File: src/pkg/rrit_cfg.svh
`ifndef RRIT_CFG_SVH
`define RRIT_CFG_SVH

// ----------------------------------------
// address field positions
// ----------------------------------------
`define RRIT_A_TIMER 2
`define RRIT_A_IRQEN 3
`define RRIT_A_RAM9 9
`define RRIT_A_UNIT_HI 8
`define RRIT_A_UNIT_LO 6
`define RRIT_A_A8 8

// ----------------------------------------
// port register select codes on a1:a0
// ----------------------------------------
`define RRIT_SEL_PA_DATA 2'h0
`define RRIT_SEL_PA_DIR 2'h1
`define RRIT_SEL_PB_DATA 2'h2
`define RRIT_SEL_PB_DIR 2'h3

// ----------------------------------------
// prescale periods in clock periods per count
// ----------------------------------------
`define RRIT_DIV_1 11'h001
`define RRIT_DIV_8 11'h008
`define RRIT_DIV_64 11'h040
`define RRIT_DIV_1024 11'h400

// ----------------------------------------
// pin and bit positions, reset values
// ----------------------------------------
`define RRIT_FLAG_BIT 7
`define RRIT_PIN_IRQ 7
`define RRIT_PIN_CS_FIRST 6
`define RRIT_PIN_CS_SECOND 5
`define RRIT_RST_BYTE 8'h00
`define RRIT_RST_PRESC 11'h000
`define RRIT_RST_DIV 2'h0

`endif

File: src/pkg/rrit_pkg.sv
package rrit_pkg;

  // bus request from the processor, one access per enable cycle
  typedef struct packed {
    logic enable;
    logic rw;
    logic [9:0] addr;
    logic [7:0] wdata;
  } rrit_bus_t;

  // peripheral pin drive for one 8-bit port
  typedef struct packed {
    logic [7:0] out;
    logic [7:0] oe;
  } rrit_pins_t;

  // whole state of the block
  typedef struct packed {
    logic [7:0] pa_data;
    logic [7:0] pa_dir;
    logic [7:0] pb_data;
    logic [7:0] pb_dir;
    logic [7:0] count;
    logic [10:0] presc;
    logic [1:0] div_sel;
    logic flag;
    logic irq_en;
    logic [7:0] rd_data;
    logic rd_valid;
  } rrit_state_t;

  // decoded access kind
  typedef enum logic [2:0] {
    RRIT_ACC_NONE,
    RRIT_ACC_PORT,
    RRIT_ACC_TIMER_WR,
    RRIT_ACC_COUNT_RD,
    RRIT_ACC_FLAG_RD
  } rrit_acc_t;

endpackage

File: src/hdl/rrit_decode.sv
`timescale 1ns/1ps
`include "rrit_cfg.svh"

// Behaviour
// - a2 splits ports from timer
// - ports only with io select, a2 low
// - a1:a0 pick port data or direction
// - timer write a1:a0 sets prescale
// - a3 on timer write routes irq pin
// - timer reads: count, flag; a3 low on a count read disables
// - rom read only; others read and write
// - region select separates rom from rest
// - up to seven devices share rom
// - two pins masked as chip selects
// - single device ram ignores a8
// - second select may be port pin
// - per device rom, ram, io codes
// - zero before flag, then count down
// - timer write or count read clears flag, set wins
// - flag with routing pulls pin low
// - direction one drives, zero inputs
// - data read returns pin levels
module rrit_decode
  import rrit_pkg::*;
#(
  parameter bit CS_FIRST_IS_SELECT = 1'b1,
  parameter bit CS_SECOND_IS_SELECT = 1'b1,
  parameter logic [2:0] ROM_CODE = 3'h1,
  parameter logic [2:0] UNIT_CODE = 3'h0,
  parameter bit IGNORE_A8 = 1'b0
)
(
  input wire logic sys_clk,
  input wire logic reset_n,
  input wire rrit_bus_t bus_req,
  input wire logic rom_region_select,
  input wire logic [7:0] pa_in,
  input wire logic [7:0] pb_in,
  output logic [7:0] data_out,
  output logic data_oe,
  output logic rom_select,
  output logic ram_select,
  output logic io_timer_select,
  output rrit_pins_t pa_pins,
  output rrit_pins_t pb_pins
);

  // ----------------------------------------
  // chip select decode
  // ----------------------------------------
  rrit_state_t s;
  rrit_state_t next_s;
  rrit_acc_t acc;
  logic chip_select_first;
  logic chip_select_second;
  logic [2:0] sel_pins;
  logic [2:0] sel_mask;
  logic [2:0] unit_mask;
  logic rom_hit;
  logic nonrom_hit;
  logic unit_hit;
  logic [1:0] reg_sel;
  logic tick;
  logic set_flag;
  logic clr_flag;
  logic [10:0] div_lim;

  // pins masked as port lines never take part in the compare
  assign chip_select_first = pb_in[`RRIT_PIN_CS_FIRST];
  assign chip_select_second = pb_in[`RRIT_PIN_CS_SECOND];
  assign sel_pins = {chip_select_second, chip_select_first, rom_region_select};
  assign sel_mask = {CS_SECOND_IS_SELECT, CS_FIRST_IS_SELECT, 1'b1};
  assign unit_mask = {~IGNORE_A8, 2'h3};

  // rom on its own code, a9..a6 ignored; other regions need all-low code
  assign rom_hit = ((sel_pins ^ ROM_CODE) & sel_mask) == 3'h0;
  assign nonrom_hit = (sel_pins & sel_mask) == 3'h0;
  assign unit_hit = ((bus_req.addr[`RRIT_A_UNIT_HI:`RRIT_A_UNIT_LO] ^ UNIT_CODE)
                     & unit_mask) == 3'h0;

  // region strobes follow the enable; rom answers reads only
  assign rom_select = bus_req.enable & bus_req.rw & rom_hit;
  assign ram_select = bus_req.enable & nonrom_hit & unit_hit
                      & ~bus_req.addr[`RRIT_A_RAM9];
  assign io_timer_select = bus_req.enable & nonrom_hit & unit_hit
                           & bus_req.addr[`RRIT_A_RAM9];
  assign reg_sel = bus_req.addr[1:0];

  // ----------------------------------------
  // access classification inside io-timer region
  // ----------------------------------------
  always_comb
  begin
    acc = RRIT_ACC_NONE;
    if (io_timer_select)
    begin
      if (!bus_req.addr[`RRIT_A_TIMER])
        acc = RRIT_ACC_PORT;
      else if (!bus_req.rw)
        acc = RRIT_ACC_TIMER_WR;
      else if (!bus_req.addr[0])
        acc = RRIT_ACC_COUNT_RD;
      else
        acc = RRIT_ACC_FLAG_RD;
    end
  end

  // ----------------------------------------
  // prescale and timer tick
  // ----------------------------------------
  // table of clock periods per count
  always_comb
  begin
    unique case (s.div_sel)
      2'h0: div_lim = `RRIT_DIV_1;
      2'h1: div_lim = `RRIT_DIV_8;
      2'h2: div_lim = `RRIT_DIV_64;
      2'h3: div_lim = `RRIT_DIV_1024;
    endcase
  end

  // once the flag stands the count runs at the full clock rate
  assign tick = s.flag | (s.presc == 11'(div_lim - 11'h001));
  assign set_flag = tick & ~s.flag & (s.count == 8'h00);
  // only count reads and writes clear; a flag read is a pure status look
  assign clr_flag = (acc == RRIT_ACC_TIMER_WR) | (acc == RRIT_ACC_COUNT_RD);

  // ----------------------------------------
  // next state
  // ----------------------------------------
  always_comb
  begin
    next_s = s;
    next_s.rd_valid = 1'b0;
    // free-running prescale, restarted on every timer write
    next_s.presc = tick ? `RRIT_RST_PRESC : 11'(s.presc + 11'h001);
    if (tick)
      next_s.count = 8'(s.count - 8'h01);
    // set wins over a clear in the same cycle
    next_s.flag = set_flag | (s.flag & ~clr_flag);
    unique case (acc)
      RRIT_ACC_NONE:
      begin
        next_s.rd_valid = 1'b0;
      end
      RRIT_ACC_PORT:
      begin
        next_s.rd_valid = bus_req.rw;
        unique case (reg_sel)
          `RRIT_SEL_PA_DATA:
          begin
            next_s.rd_data = pa_in;
            if (!bus_req.rw)
              next_s.pa_data = bus_req.wdata;
          end
          `RRIT_SEL_PA_DIR:
          begin
            next_s.rd_data = s.pa_dir;
            if (!bus_req.rw)
              next_s.pa_dir = bus_req.wdata;
          end
          `RRIT_SEL_PB_DATA:
          begin
            next_s.rd_data = pb_in;
            if (!bus_req.rw)
              next_s.pb_data = bus_req.wdata;
          end
          `RRIT_SEL_PB_DIR:
          begin
            next_s.rd_data = s.pb_dir;
            if (!bus_req.rw)
              next_s.pb_dir = bus_req.wdata;
          end
        endcase
      end
      RRIT_ACC_TIMER_WR:
      begin
        next_s.count = bus_req.wdata;
        next_s.div_sel = reg_sel;
        next_s.irq_en = bus_req.addr[`RRIT_A_IRQEN];
        next_s.presc = `RRIT_RST_PRESC;
      end
      RRIT_ACC_COUNT_RD:
      begin
        next_s.rd_valid = 1'b1;
        next_s.rd_data = s.count;
        // a3 low stops further pin interrupts until the next write
        if (!bus_req.addr[`RRIT_A_IRQEN])
          next_s.irq_en = 1'b0;
      end
      RRIT_ACC_FLAG_RD:
      begin
        next_s.rd_valid = 1'b1;
        next_s.rd_data = `RRIT_RST_BYTE;
        next_s.rd_data[`RRIT_FLAG_BIT] = s.flag;
      end
    endcase
  end

  // ----------------------------------------
  // state register
  // ----------------------------------------
  always_ff @(posedge sys_clk)
  begin
    if (!reset_n)
    begin
      s <= '0;
      s.div_sel <= `RRIT_RST_DIV;
    end
    else
      s <= next_s;
  end

  // ----------------------------------------
  // outputs
  // ----------------------------------------
  // read data stands one cycle after the access
  assign data_out = s.rd_data;
  assign data_oe = s.rd_valid;
  assign pa_pins.out = s.pa_data;
  assign pa_pins.oe = s.pa_dir;

  // per-bit port b drive: chip-select pins never driven, bit 7 may carry irq
  for (genvar i = 0; i < 8; i++)
  begin : g_pb
    if (i == `RRIT_PIN_IRQ)
    begin : g_irq
      // plain assigns per bit, so no process owns the whole port struct
      assign pb_pins.out[i] = (s.flag && s.irq_en) ? 1'b0 : s.pb_data[i];
      assign pb_pins.oe[i] = (s.flag && s.irq_en) ? 1'b1 : s.pb_dir[i];
    end
    else
    begin : g_plain
      logic is_cs;
      assign is_cs = ((i == `RRIT_PIN_CS_FIRST) && CS_FIRST_IS_SELECT)
                     || ((i == `RRIT_PIN_CS_SECOND) && CS_SECOND_IS_SELECT);
      assign pb_pins.out[i] = s.pb_data[i];
      assign pb_pins.oe[i] = s.pb_dir[i] & ~is_cs;
    end
  end

  // ----------------------------------------
  // checks
  // ----------------------------------------
  AST_ROM_READ_ONLY:
    assert property (@(posedge sys_clk) disable iff (!reset_n)
      rom_select |-> bus_req.rw)
    else $error("rom selected on a write");

  AST_PORT_NEEDS_A2_LOW:
    assert property (@(posedge sys_clk) disable iff (!reset_n)
      !(acc == RRIT_ACC_PORT) |=> $stable(s.pa_dir) && $stable(s.pb_data))
    else $error("port register changed without a port access");

  AST_DIR_WRITE:
    assert property (@(posedge sys_clk) disable iff (!reset_n)
      acc == RRIT_ACC_PORT && !bus_req.rw && reg_sel == `RRIT_SEL_PA_DIR
      |=> pa_pins.oe == $past(bus_req.wdata))
    else $error("direction write did not reach the pin enables");

  AST_PRESCALE_EIGHT:
    assert property (@(posedge sys_clk) disable iff (!reset_n)
      acc == RRIT_ACC_TIMER_WR && reg_sel == 2'h1 && bus_req.wdata != 8'h00
      ##1 (!bus_req.enable)[*8]
      |=> s.count == 8'($past(bus_req.wdata, 9) - 8'h01))
    else $error("divide by eight count step mistimed");

  AST_IRQ_ENABLE_WRITE:
    assert property (@(posedge sys_clk) disable iff (!reset_n)
      acc == RRIT_ACC_TIMER_WR |=> s.irq_en == $past(bus_req.addr[`RRIT_A_IRQEN]))
    else $error("irq routing not taken from a3");

  AST_COUNT_READ_DISABLES:
    assert property (@(posedge sys_clk) disable iff (!reset_n)
      acc == RRIT_ACC_COUNT_RD && !bus_req.addr[`RRIT_A_IRQEN]
      |=> !s.irq_en && data_oe && data_out == $past(s.count))
    else $error("count read wrong or routing left on");

  AST_FLAG_READ:
    assert property (@(posedge sys_clk) disable iff (!reset_n)
      acc == RRIT_ACC_FLAG_RD |=> data_oe && data_out[`RRIT_FLAG_BIT] == $past(s.flag))
    else $error("flag read returned wrong value");

  AST_ZERO_BEFORE_FLAG:
    assert property (@(posedge sys_clk) disable iff (!reset_n)
      $rose(s.flag) && $past(acc) != RRIT_ACC_TIMER_WR
      |-> $past(s.count) == 8'h00 && s.count == 8'hFF)
    else $error("flag set from a nonzero count");

  AST_RUN_AFTER_FLAG:
    assert property (@(posedge sys_clk) disable iff (!reset_n)
      s.flag && acc != RRIT_ACC_TIMER_WR ##1 s.flag
      |-> s.count == 8'($past(s.count) - 8'h01))
    else $error("count not decrementing each clock after flag");

  AST_SET_WINS:
    assert property (@(posedge sys_clk) disable iff (!reset_n)
      set_flag |=> s.flag)
    else $error("flag lost in set cycle");

  AST_ACCESS_CLEARS:
    assert property (@(posedge sys_clk) disable iff (!reset_n)
      s.flag && clr_flag |=> !s.flag)
    else $error("timer access did not clear the flag");

  AST_IRQ_PIN_LOW:
    assert property (@(posedge sys_clk) disable iff (!reset_n)
      s.flag && s.irq_en |-> pb_pins.oe[`RRIT_PIN_IRQ] && !pb_pins.out[`RRIT_PIN_IRQ])
    else $error("irq pin not pulled low");

  AST_PIN_LEVEL_READ:
    assert property (@(posedge sys_clk) disable iff (!reset_n)
      acc == RRIT_ACC_PORT && bus_req.rw && reg_sel == `RRIT_SEL_PA_DATA
      |=> data_oe && data_out == $past(pa_in))
    else $error("port read did not return pin levels");

  AST_PB_DIR_WRITE:
    assert property (@(posedge sys_clk) disable iff (!reset_n)
      acc == RRIT_ACC_PORT && !bus_req.rw && reg_sel == `RRIT_SEL_PB_DIR
      |=> s.pb_dir == $past(bus_req.wdata))
    else $error("port b direction write lost");

  AST_TIMER_LOAD:
    assert property (@(posedge sys_clk) disable iff (!reset_n)
      acc == RRIT_ACC_TIMER_WR
      |=> s.count == $past(bus_req.wdata) && s.div_sel == $past(reg_sel))
    else $error("timer write did not load count and prescale");

  AST_FLAG_READ_CLEAN:
    assert property (@(posedge sys_clk) disable iff (!reset_n)
      acc == RRIT_ACC_FLAG_RD |=> data_out[6:0] == 7'h00)
    else $error("flag read carried stray bits");

  AST_ANSWER_ONLY_READS:
    assert property (@(posedge sys_clk) disable iff (!reset_n)
      !(io_timer_select && bus_req.rw) |=> !data_oe)
    else $error("read data driven without a read");

  AST_CS_PIN_UNDRIVEN:
    assert property (@(posedge sys_clk) disable iff (!reset_n)
      !CS_FIRST_IS_SELECT || !pb_pins.oe[`RRIT_PIN_CS_FIRST])
    else $error("select pin driven as an output");

  AST_IO_NEEDS_A9:
    assert property (@(posedge sys_clk) disable iff (!reset_n)
      io_timer_select
      |-> bus_req.addr[`RRIT_A_RAM9] && !ram_select && !rom_select)
    else $error("io region overlaps another region");

endmodule // rrit_decode

File: config.mk
export PLATFORM = sky130hd
export DESIGN_NAME = rrit_decode
export DESIGN_NICKNAME = d
export VERILOG_FILES = /design/src/pkg/rrit_pkg.sv /design/src/hdl/rrit_decode.sv
export VERILOG_INCLUDE_DIRS = /design/src /design/src/pkg
export SDC_FILE = /design/constraint.sdc
export NUM_CORES = 1
export LEC_CHECK = 0
export BUFFER_PORTS_ARGS = -buffer_cell sky130_fd_sc_hd__buf_2
export CAP_MARGIN = 20
export CORE_ASPECT_RATIO = 0.9
export CORE_UTILIZATION = 53
export CTS_BUF_LIST = sky130_fd_sc_hd__clkbuf_8 sky130_fd_sc_hd__clkbuf_16
export DETAILED_ROUTE_END_ITERATION = 16
export GPL_TIMING_DRIVEN = 0
export PLACE_DENSITY = 0.79
export SYNTH_ARGS = -nofsm -noshare
export SYNTH_HDL_FRONTEND = slang
export SYNTH_SLANG_ARGS = --single-unit
File: constraint.sdc
create_clock -name sys_clk -period 2.5 [get_ports sys_clk]
set_clock_uncertainty 0.1 [all_clocks]
set_input_delay 0.5 -clock sys_clk [delete_from_list [all_inputs] [get_ports sys_clk]]
set_output_delay 0.5 -clock sys_clk [all_outputs]
set_load 0.02 [all_outputs]
**Word-level counts from Yosys, hierarchy flattened**

Cells that the tools add are included.

- Bitwise operators: 18
- Muxes and demuxes: 15
- Equal/unequal tests: 12
- Reduce and logical (&&, ||, !) cells: 17
- Add/sub/neg operators: 3

Operators by type and width:

| operator | count |
|---|---|
| $pmux 11 s4 | 1 |
| $pmux 8 s4 | 1 |
| $pmux 8 s3 | 1 |
| $mux 21 | 1 |
| $mux 3 | 4 |
| $reduce_and 3->1 | 4 |
| $add 11x1->11 const B | 1 |
| $eq 11x11->1 | 1 |
| $mux 11 | 1 |
| $sub 11x1->11 const B | 1 |
| $and 1x1->1 | 9 |
| $logic_not 3->1 | 3 |
| $eq 2x2->1 const B | 4 |
| $logic_not 8->1 | 1 |
| $mux 8 | 1 |
| $sub 8x1->8 const B | 1 |
| $eq 3x2->1 const B | 2 |
| $not 1->1 | 6 |
| $eq 2x1->1 const B | 2 |
| $logic_not 2->1 | 2 |
| $pmux 1 s2 | 2 |
| $reduce_bool 2->1 | 2 |
| $eq 3x1->1 const B | 1 |
| $eq 3x3->1 const B | 1 |
| 8 further kinds | 12 |

- Output and inout port bits: 44
- Flip-flop bits (word level): 64
- Input port bits: 39
- Logic and storage cells: 76

**Logic depth before layout (Yosys ltp)**

Gate-level depths: netlist of the first run.

- Depth after elaboration: 10
- Depth in mapped cells: 9
- Gate-level depth less buffers: 7

**Worst setup path before layout of the first run**

No wires, ideal clock.

- Path kind: register to register
- Start: reg s[12] in the netlist's numbering
- End: reg s[23] in the netlist's numbering
- Library setup time: 115 ps
- Cell stages (with the launch flop): 10
- Clock period less this slack: 2,228 ps
- Slack: 272 ps
- Required time: 2,285 ps
- Path buffers: 2
- Data arrival time: 2,013 ps
- Path through: dfxtp_1 -> or2_2 -> ha_1 -> or3_1 -> a211oi_2 -> a31oi_1 -> buf_2 -> nand3_1 -> buf_4 -> nor2_1

- Longest elaborated chain between the ends: 6
- Elaborated cells on any way between the ends: 9
- Classes of those cells: add/sub (1); eq/ne (4); mux (1); bitwise (1); reduce/logical (2)

Ends and longest elaborated chain:

| element | line | RTL |
|---|---|---|
| start, declared | rrit_decode.sv:51 | `rrit_state_t s;` |
| start signal, assigned | rrit_decode.sv:211 | `s <= next_s;` |
| $eq 2x2->1, or another cell as far along | rrit_decode.sv:114 | `unique case (s.div_sel)` |
| $pmux 11 s4 * | rrit_decode.sv:114 |  |
| $sub 11x1->11 * | rrit_decode.sv:123 | `assign tick = s.flag \| (s.presc == 11'(div_lim - 11'h001));` |
| $eq 11x11->1 * | rrit_decode.sv:123 |  |
| $or 1x1->1 * | rrit_decode.sv:123 |  |
| $reduce_or 3->1 (no source line) * | - |  |

Mark *: on every way between the ends. The rest lies on a longest branch, timed or not. The select of a mux whose other input is x is not followed.
A chain may end at the register's enable or synchronous reset.

**Worst setup path after layout of the first run**

- Start: reg s[12] in the netlist's numbering
- End: reg s[10] in the netlist's numbering

- Longest elaborated chain between the ends: 8
- Elaborated cells on any way between the ends: 11
- Classes of those cells: add/sub (1); eq/ne (4); mux (1); bitwise (4); reduce/logical (1)

Ends and longest elaborated chain:

| element | line | RTL |
|---|---|---|
| $eq 2x2->1, or another cell as far along | rrit_decode.sv:114 |  |
| $pmux 11 s4 * | rrit_decode.sv:114 |  |
| $sub 11x1->11 * | rrit_decode.sv:123 |  |
| $eq 11x11->1 * | rrit_decode.sv:123 |  |
| $or 1x1->1 * | rrit_decode.sv:123 |  |
| $and 1x1->1 * (2 in a row) | rrit_decode.sv:124 | `assign set_flag = tick & ~s.flag & (s.count == 8'h00);` |
| $or 1x1->1 * | rrit_decode.sv:140 | `next_s.flag = set_flag \| (s.flag & ~clr_flag);` |

Marks and branches as above.

==> results of run 1 <==
## path summary, 6_finish.rpt
check,startpoint,to,slack (ns),depth (start not counted)
max,s[12]$_SDFFE_PN0P_,s[10]$_SDFF_PN0_,0.11,7
min,bus_req[11],s[9]$_SDFFE_PN0P_,0.32,3
max reg2reg,s[12]$_SDFFE_PN0P_,s[10]$_SDFF_PN0_,0.11,7
min reg2reg,s[38]$_SDFFE_PN0P_,s[38]$_SDFFE_PN0P_,0.35,2
## layer usage
layer	routed length, um	part of all wire
met1	3750	0.44
met2	4000	0.47
met3	638	0.075
met4	112	0.013
met5	0	0
## cell type report
class / count / area share
timing repair buffer: 78 / 0.0946
tap: 87 / 0.0264
multi-input combinational: 247 / 0.427
sequential: 64 / 0.310
buffer: 58 / 0.0931
inverter: 5 / 0.00455
clock buffer: 10 / 0.0334
clock inverter: 6 / 0.0109
## repair_timing
| item | CTS | global route |
|---|---|---|
| gates resized for setup | 1 | 11 |
| pin swaps | 0 | 1 |
| setup endpoints to repair | 10 | 15 |
| buffers inserted | 0 | 0 |
## flip-flops by register name, summed over array words and instances, names as in the netlist
name      cells
s            27
pb_pins      12
data_out      8
pa_pins      16
data_oe       1
## placed cells by master, fill, tap and decap left out, drive strengths merged, types with 3 or more instances in the layout
cell      instances
nor3              3
nor2             17
a21boi           13
nand3b            5
nand4             6
clkinvlp          3
inv               5
buf             125
nand3            13
a31oi            13
ha                3
dfxtp            64
and3              7
mux4              8
xnor2             5
or3               9
o21ai            18
xor2              5
nand2            42
mux2i            27
clkbuf           21
clkinv            3
nor2b            25
## per-stage QoR
stage	cells	hold slack [ns]	setup TNS, ns	utilization	setup slack, ns
6_report	555	0.322	0	0.671	0.111
2_1_floorplan	374	0.328	0	-	0.272
3_3_place_gp	539	0.335	0	0.632	0.00819
4_1_cts	555	0.309	0	0.663	0.00188
3_5_place_dp	539	0.343	-0.402	0.632	-0.0632
5_1_grt	555	0.312	0	0.671	0.0288
## cell families (layout without fill, tap and decap cells)
logic type | Yosys count | count (layout)
AOI/OAI and AO/OA | 52 | 52
xor gates and xnor gates | 10 | 10
adders and majority gates | 3 | 3
buffers and inverters | 63 | 157
DFF | 64 | 64
muxes | 37 | 37
other | 1 | 2
and+or+nand+nor | 143 | 143
## power by group
part / leakage (nW) / internal [W] / switching (W) / total [W]
clock: 0.0845 / 0.000387 / 0.000422 / 0.000809
sequential: 0.517 / 0.00105 / 0.0000367 / 0.00108
combinational: 1.28 / 0.000109 / 0.000120 / 0.000228
total: 1.88 / 0.00154 / 0.000578 / 0.00212
## worst reg2reg max path: stages (launching register included)
cell and delay (ns):
dfxtp_1 0.34, or2_4 0.26, ha_1 0.21, or3_4 0.34, a211oi_4 0.28, nand3_2 0.13, or4_4 0.50, a21boi_1 0.15
==> flow_metrics.env, run 1 <==
export IMPL_status="finished, final reports clean"
export IMPL_gp_congestion=0.881
export IMPL_finalPower_w=0.00212
export IMPL_worst_ep_required_time_ns=2.68
export IMPL_relSlewSlack=0.644
export IMPL_cts_hold_buffers=0
export IMPL_placeableCoreArea_um2=6150
export IMPL_die_y_um=77.8
export IMPL_cpLargestDelayFamily="simple AND/OR/NAND/NOR gates"
export IMPL_drc_errors=0
export IMPL_wirelength_um=8490
export IMPL_multi_input_area_um2=1760
export IMPL_slew_violations=0
export IMPL_grt_use_met2=0.429
export IMPL_clock_sinks=64
export IMPL_synthArstFlopShare=0
export IMPL_grt_use_met3=0.0872
export IMPL_fin_nets=505
export IMPL_grt_pass1_wl_um=13800
export IMPL_crit_chain="or2_4 > ha_1 > or3_4 > a211oi_4 > nand3_2 > or4_4 > a21boi_1"
export IMPL_ios=83
export IMPL_min_period_ns=2.39
export IMPL_seq_area_um2=1280
export IMPL_min_path_type="in2reg"
export IMPL_grt_overflow_total=0
export IMPL_synthDominantCellAreaShare=0.379
export IMPL_ant_nets=0
export IMPL_initial_core_util=0.550
export IMPL_die_w_um=86.2
export IMPL_drt_iter0_markers=234
export IMPL_p_leak_nw=1.88
export IMPL_gr_max_usage_layer="met2"
export IMPL_portBuffers=78
export IMPL_track_usage=0.268
export IMPL_clk_latency_ns=0.35
export IMPL_synthCells=373
export IMPL_critPathLaunchType="flop"
export IMPL_avgSynthCellArea_um2=9.07
export IMPL_vias_per_cell=5.39
export IMPL_cp_arrival_ns=2.57
export IMPL_rsz0062_at_grt="no"
export IMPL_fillerInstances=533
export IMPL_synth_edf_count=0
export IMPL_cts_made_buffers=9
export IMPL_clockRootBuffer="clkbuf_8"
export IMPL_synthXorXnorAreaFrac=0.0259
export IMPL_synth_compound_area_share=0.0991
export IMPL_setup_violations=0
export IMPL_fin_crit_sh=0.956
export IMPL_final_layout_size_suffix_gt1_frac=0.348
export IMPL_wl_per_cell_um=15.3
export IMPL_synth_seq_cells=64
export IMPL_yosys_area_share_simple=0.228
export IMPL_first_global_vias=2794
export IMPL_ir_worst_vdd_mv=0.287
export IMPL_fmax_ghz=0.419
export IMPL_htree_levels=3
export IMPL_yosysSeqAreaShare=0.379
export IMPL_max_stage_delay_ns=0.50
export IMPL_ys_top_cells_by_area="dfxtp_1 (38%), buf_4 (8.7%), mux2i_1 (8.0%)"
export IMPL_cts_tree="yes"
export IMPL_use_met1=0.345
export IMPL_stdcell_area_um2=4130
export IMPL_antenna_found_initial=0
export IMPL_die_area_um2=6710
export IMPL_power_density_nw_per_um2=514
export IMPL_syn_area_um2=3380
export IMPL_yosys_warnings=0
export IMPL_synth_cell_types=47
export IMPL_vias=2992
export IMPL_synth_top_cells_by_count="dfxtp_1 (64), nand2_1 (42), buf_4 (39)"
export IMPL_path_class="reg2reg"
export IMPL_synth_most_common_cell="dfxtp_1"
export IMPL_dpl_cell_area_um2=3890
export IMPL_max_cap_violations=0
export IMPL_synth_largest_area_cell="dfxtp_1"
export IMPL_worstMarginPinSlew_ns=0.528
export IMPL_first_pass_iters=4
export IMPL_synth_top_family_by_area="simple AND/OR/NAND/NOR gates"
export IMPL_post_dp_hpwl_um=6220
export IMPL_syn2layout_area_growth_pct=21.9
export IMPL_cp_max_fo=4
export IMPL_clkTransAtPathRegs_ns=0.08
export IMPL_final_hold_violation_count=0
export IMPL_antenna_cells=0
export IMPL_synthMuxAreaShare=0.140
export IMPL_synthAdderAreaFrac=0.0111
export IMPL_slowest_stage="or4_4"
export IMPL_critPathBufInv=0
export IMPL_placementRows=27
export IMPL_crit_path_end_kind="flop"
export IMPL_grt_max_degree=13
export IMPL_clk_path_buf_depth=2
export IMPL_synth_main_ff_cell="dfxtp_1"
Note: power is estimated with default switching activity, not from simulation.
==> run 2: changes to the inputs <==
Settings changed: CORE_UTILIZATION 53 to 40, PLACE_DENSITY 0.79 to 0.65.
==> flow_metrics.env, run 2 (synthesized netlist as in run 1, its figures left out) <==
export IMPL_htree_levels=3
export IMPL_critPathLaunch="s[12]$_SDFFE_PN0P_"
export IMPL_relSlewSlack=0.628
export IMPL_vias_per_cell=5.10
export IMPL_grt_overflow_total=0
export IMPL_r2r_setup_slack_ns=0.12
export IMPL_crit_chain="or2_4 > ha_1 > or3_4 > a211oi_4 > nand3_2 > or4_4 > a21boi_1"
export IMPL_top_register="s"
export IMPL_clk_path_buf_depth=2
export IMPL_final_cell_mix="buf_2 (85), dfxtp_1 (64), nand2_1 (42)"
export IMPL_wl_per_cell_um=15.2
export IMPL_track_usage=0.206
export IMPL_post_dp_hpwl_um=6380
export IMPL_highest_layer="met4"
export IMPL_rsz0062_at_grt="no"
export IMPL_slew_violations=0
export IMPL_largest_reg_flops=27
export IMPL_stdcell_count=569
export IMPL_fmax_ghz=0.419
export IMPL_critPathLaunchType="flop"
export IMPL_slowest_stage="or4_4"
export IMPL_die_area_um2=8830
export IMPL_worstMarginPinSlew_ns=0.558
export IMPL_cts_hold_buffers=0
export IMPL_cpLargestDelayFamily="simple AND/OR/NAND/NOR gates"
export IMPL_drt_iter0_markers=146
export IMPL_worst_ep_required_time_ns=2.69
export IMPL_die_w_um=99.0
export IMPL_stdcell_area_um2=4200
export IMPL_ir_worst_vdd_mv=0.292
export IMPL_ios=83
export IMPL_drc_errors=0
export IMPL_fin_nets=507
export IMPL_max_cap_violations=0
export IMPL_dr_wl_met2_um=3800
export IMPL_rr_startpoint="s[12]$_SDFFE_PN0P_"
export IMPL_clkTransAtPathRegs_ns=0.08
export IMPL_first_pass_iters=4
export IMPL_final_common_cell="buf_2"
export IMPL_finalPower_w=0.00234
export IMPL_critPathBufInv=0
export IMPL_grt_max_degree=13
export IMPL_crit_cells=7
export IMPL_crit_path_end_kind="flop"
export IMPL_path_class="reg2reg"
export IMPL_placeableCoreArea_um2=8110
export IMPL_grt_pass1_wl_um=13800
export IMPL_cp_arrival_ns=2.57
export IMPL_ant_nets=0
export IMPL_cp_max_fo=4
export IMPL_clockRootBuffer="clkbuf_8"
export IMPL_min_path_type="in2reg"
export IMPL_cts_made_buffers=9
export IMPL_reg2regPathDepth=7
export IMPL_antenna_found_initial=0
export IMPL_p_leak_nw=1.92
export IMPL_clk_latency_ns=0.35
export IMPL_clock_sinks=64
export IMPL_crit_path_end="s[10]$_SDFF_PN0_"
export IMPL_dp_cells=551
export IMPL_initial_core_util=0.418
export IMPL_power_density_nw_per_um2=558
export IMPL_wl_met3_um=599
export IMPL_regToRegEndpoint="s[10]$_SDFF_PN0_"
export IMPL_final_layout_size_suffix_gt1_frac=0.351
export IMPL_first_global_vias=2782
export IMPL_die_y_um=89.3
export IMPL_max_stage_delay_ns=0.50
export IMPL_portBuffers=78
export IMPL_vias=2902
export IMPL_fillerInstances=771
export IMPL_placementRows=31
export IMPL_status="finished, final reports clean"
export IMPL_syn2layout_area_growth_pct=24.2
export IMPL_antenna_cells=0
export IMPL_wirelength_um=8620
export IMPL_dpl_cell_area_um2=3900
export IMPL_final_hold_violation_count=0
export IMPL_min_period_ns=2.38
export IMPL_setup_violations=0
export IMPL_fin_crit_sh=0.954
export IMPL_wl_met1_um=4160
export IMPL_gp_congestion=0.863
export IMPL_cts_tree="yes"
export IMPL_post_route_util=0.518
-- run 2: changes by cell type in the layout (fill, tap and decap cells not counted) --
cell / before / now
bufinv_16: 0 / 2
buf_4: 38 / 40
inv_6: 0 / 1
clkinvlp_4: 3 / 0
-- run 2: layer usage --
| layer | vias to the layer above | global-route usage |
|---|---|---|
| met5 | - | 0 |
| met4 | 0 | 0.0516 |
| met3 | 6 | 0.0704 |
| met2 | 80 | 0.322 |
| met1 | 1370 | 0.274 |
| li1 | 1446 | - |
-- run 2: metrics by stage --
step	setup TNS (ns)	setup WS, ns	hold slack (ns)
floorplan	0	0.272	0.328
global placement	-0.0106	-0.00511	0.335
detailed placement	-0.507	-0.0660	0.341
CTS	0	0.0252	0.306
global route	0	0.0499	0.326
finish	0	0.115	0.309
-- run 2: final cells by class --
| type | instances | area [um^2] | area share |
|---|---|---|---|
| Timing Repair Buffer | 80 | 405 | 0.0965 |
| Inverter | 5 | 18.8 | 0.00447 |
| Sequential cell | 64 | 1280 | 0.305 |
| Buffer | 58 | 384 | 0.0914 |
| Multi-Input combinational cell | 247 | 1760 | 0.419 |
| Clock buffer | 10 | 138 | 0.0327 |
| Tap cell | 99 | 124 | 0.0295 |
| Clock inverter | 6 | 91.3 | 0.0217 |
-- run 2: how the worst min path moves through the flow --
stage / start / endpoint / slack, ns / cells past startpoint
final: bus_req[11] / s[9]$_SDFFE_PN0P_ / 0.31 / 3
after global routing: bus_req[11] / s[9]$_SDFFE_PN0P_ / 0.33 / 3
after CTS: bus_req[11] / s[9]$_SDFFE_PN0P_ / 0.31 / 3
after detailed placement: s[38]$_SDFFE_PN0P_ / s[38]$_SDFFE_PN0P_ / 0.34 / 2
after global placement: s[38]$_SDFFE_PN0P_ / s[38]$_SDFFE_PN0P_ / 0.34 / 2
after floorplan: s[37]$_SDFFE_PN0P_ / s[37]$_SDFFE_PN0P_ / 0.33 / 2
-- run 2: power by group --
group / internal (W) / leakage, nW / total (W) / switching (W)
combinational: 0.000109 / 1.29 / 0.000231 / 0.000122
sequential: 0.00105 / 0.517 / 0.00108 / 0.0000367
clock: 0.000594 / 0.117 / 0.00103 / 0.000437
-- run 2: repair_timing --
action | 4_1_cts | 5_1_grt
gates resized for setup | 1 | 11
hold endpoints to repair | 0 | 0
pin swaps | 0 | 8
buffers inserted | 0 | 2
endpoints found under the setup margin | 10 | 16
-- run 2: worst register-to-register path, stage by stage (launching register included) --
cell,delay [ns]
dfxtp_1,0.34
or2_4,0.26
ha_1,0.22
or3_4,0.35
a211oi_4,0.28
nand3_2,0.12
or4_4,0.50
a21boi_1,0.15
==> run 3: changes to the inputs <==
Settings changed: ABC_AREA set to 1, PLACE_DENSITY 0.65 to 0.64.
==> flow_metrics.env, run 3 <==
export IMPL_grt_pass1_wl_um=16500
export IMPL_p_switching_w=0.000736
export IMPL_clk_path_buf_depth=2
export IMPL_fin_crit_sh=0.869
export IMPL_dpl_cell_area_um2=4370
export IMPL_p_leak_nw=2.51
export IMPL_portBuffers=75
export IMPL_post_cts_setup_buffers=0
export IMPL_max_cap_violations=0
export IMPL_top_register="s"
export IMPL_synth_seq_cells=64
export IMPL_gp_congestion=0.873
export IMPL_dpl_worst_slack_ns=0.382
export IMPL_worstHoldStart="s[13]$_SDFF_PP0_"
export IMPL_antenna_found_initial=0
export IMPL_power_internal_w=0.00166
export IMPL_setup_slack_ns=0.328
export IMPL_ctsResizeCount=0
export IMPL_synth_top_cells_by_count="nand2_1 (163), nor2_1 (112), inv_1 (78)"
export IMPL_grt_max_degree=13
export IMPL_min_period_ns=2.17
export IMPL_die_y_um=94.9
export IMPL_synthArstFlopShare=0
export IMPL_fin_nets=724
export IMPL_setup_violations=0
export IMPL_avgSynthCellArea_um2=6.45
export IMPL_min_path_type="reg2reg"
export IMPL_power_share_clock=0.375
export IMPL_final_common_cell="nand2_1"
export IMPL_synth_main_ff_cell="dfxtp_1"
export IMPL_power_density_nw_per_um2=525
export IMPL_placementRows=33
export IMPL_setup_tns_ns=0
export IMPL_synth_edf_count=0
export IMPL_drt_iter0_markers=197
export IMPL_stdcell_count=809
export IMPL_dp_cells=793
export IMPL_cp_max_fo=10
export IMPL_vias=3748
export IMPL_clock_sinks=64
export IMPL_yosys_warnings=0
export IMPL_cp_arrival_ns=1.57
export IMPL_ios=83
export IMPL_final_layout_size_suffix_gt1_frac=0.246
export IMPL_status="finished, final reports clean"
export IMPL_synthDominantCellAreaShare=0.334
export IMPL_crit_path_end_kind="output pin"
export IMPL_die_area_um2=9980
export IMPL_p_seq_frac=0.464
export IMPL_rsz0062_at_grt="no"
export IMPL_synth_most_common_cell="nand2_1"
export IMPL_synth_cell_types=30
export IMPL_track_usage=0.212
export IMPL_slew_violations=0
export IMPL_path_class="reg2out"
export IMPL_synth_largest_area_cell="dfxtp_1"
export IMPL_clockRootBuffer="clkbuf_8"
export IMPL_post_dp_hpwl_um=7570
export IMPL_netSwitchingFraction=0.307
export IMPL_critPathLaunchType="flop"
export IMPL_final_hold_violation_count=0
export IMPL_wl_per_cell_um=12.3
export IMPL_vias_per_cell=4.63
export IMPL_cts_hold_buffers=0
export IMPL_clk_latency_ns=0.35
export IMPL_die_w_um=105
export IMPL_stdcell_area_um2=4560
export IMPL_antenna_cells=0
export IMPL_drc_errors=0
export IMPL_first_global_vias=3393
export IMPL_initial_core_util=0.416
export IMPL_first_pass_iters=4
export IMPL_grt_overflow_total=0
export IMPL_cts_made_buffers=9
export IMPL_ant_nets=0
export IMPL_syn2layout_area_growth_pct=19.0
export IMPL_critPathLaunch="s[10]$_SDFF_PN0_"
export IMPL_cts_tree="yes"
export IMPL_final_cell_mix="nand2_1 (163), nor2_1 (112), buf_2 (80)"
export IMPL_syn_area_um2=3830
export IMPL_rr_startpoint="s[11]$_SDFFE_PN0P_"
export IMPL_finalPower_w=0.00239
export IMPL_ir_worst_vdd_mv=0.319
export IMPL_placeableCoreArea_um2=9210
export IMPL_worstMarginPinSlew_ns=0.590
export IMPL_power_frac_comb=0.160
export IMPL_fmax_ghz=0.460
export IMPL_ys_top_cells_by_area="dfxtp_1 (33%), nand2_1 (16%), nor2_1 (11%)"
export IMPL_clkTransAtPathRegs_ns=0.07
export IMPL_largest_reg_flops=27
export IMPL_synthCells=595
export IMPL_yosysSeqAreaShare=0.334
export IMPL_wirelength_um=9990
export IMPL_htree_levels=3
export IMPL_worst_ep_required_time_ns=1.90
export IMPL_relSlewSlack=0.604
## run 3: path summary, 6_finish.rpt
check                                        end  slack, ns  depth (start not counted)
worst max-delay path                  pb_pins[7]       0.33                          4
worst max register to register  s[19]$_SDFF_PP0_       0.47                         12
worst min-delay path            s[13]$_SDFF_PP0_       0.35                          1
worst min register to register  s[13]$_SDFF_PP0_       0.35                          1
## run 3: area by class of cell
class | count | area, um^2
tap | 122 | 153
multi-input combinational | 398 | 1860
clock buffer | 9 | 124
fill | 955 | 4640
inverter | 79 | 297
buffer | 55 | 404
clock inverter | 7 | 72.6
sequential | 64 | 1280
timing repair buffer | 75 | 375
## run 3: logic make-up (layout without fill, tap and decap cells)
group | after synthesis | in the layout | synth area share
AOI/OAI and AO/OA | 29 | 29 | 0.0395
adders and majority gates | 3 | 3 | 0.00979
and+or+nand+nor | 352 | 352 | 0.406
other | 1 | 2 | 0.000978
xor gates and xnor gates | 12 | 12 | 0.0274
DFF | 64 | 64 | 0.334
buffers and inverters | 134 | 225 | 0.183
## run 3: worst max-delay path, cell delays in order (launching register included)
cell and delay, ns:
dfxtp_1 0.38, inv_1 0.09, clkbuf_1 0.24, o21ai_0 0.30, buf_2 0.22
## run 3: power groups by stage
| stage | combinational [W] | sequential [W] | clock (W) |
|---|---|---|---|
| final | 0.000384 | 0.00111 | 0.000899 |
| after global routing | 0.000438 | 0.00112 | 0.000967 |
| after CTS | 0.000381 | 0.00111 | 0.000925 |
| after detailed placement | 0.000378 | 0.00113 | 0 |
| after global placement | 0.000371 | 0.00113 | 0 |
| after floorplan | 0.000276 | 0.00111 | 0 |
## run 3: stage by stage
step | utilization | hold WS [ns]
final | 0.496 | 0.346
after global routing | 0.496 | 0.376
after CTS | 0.496 | 0.352
after detailed placement | 0.474 | 0.343
after global placement | 0.474 | 0.331
after floorplan | - | 0.317
## run 3: per-layer routing
layer,GRT usage,wire [um],vias to the layer above
met5,0,0,-
met4,0.0540,113,0
met3,0.0531,678,12
met2,0.337,4390,113
met1,0.288,4810,1677
li1,-,-,1946
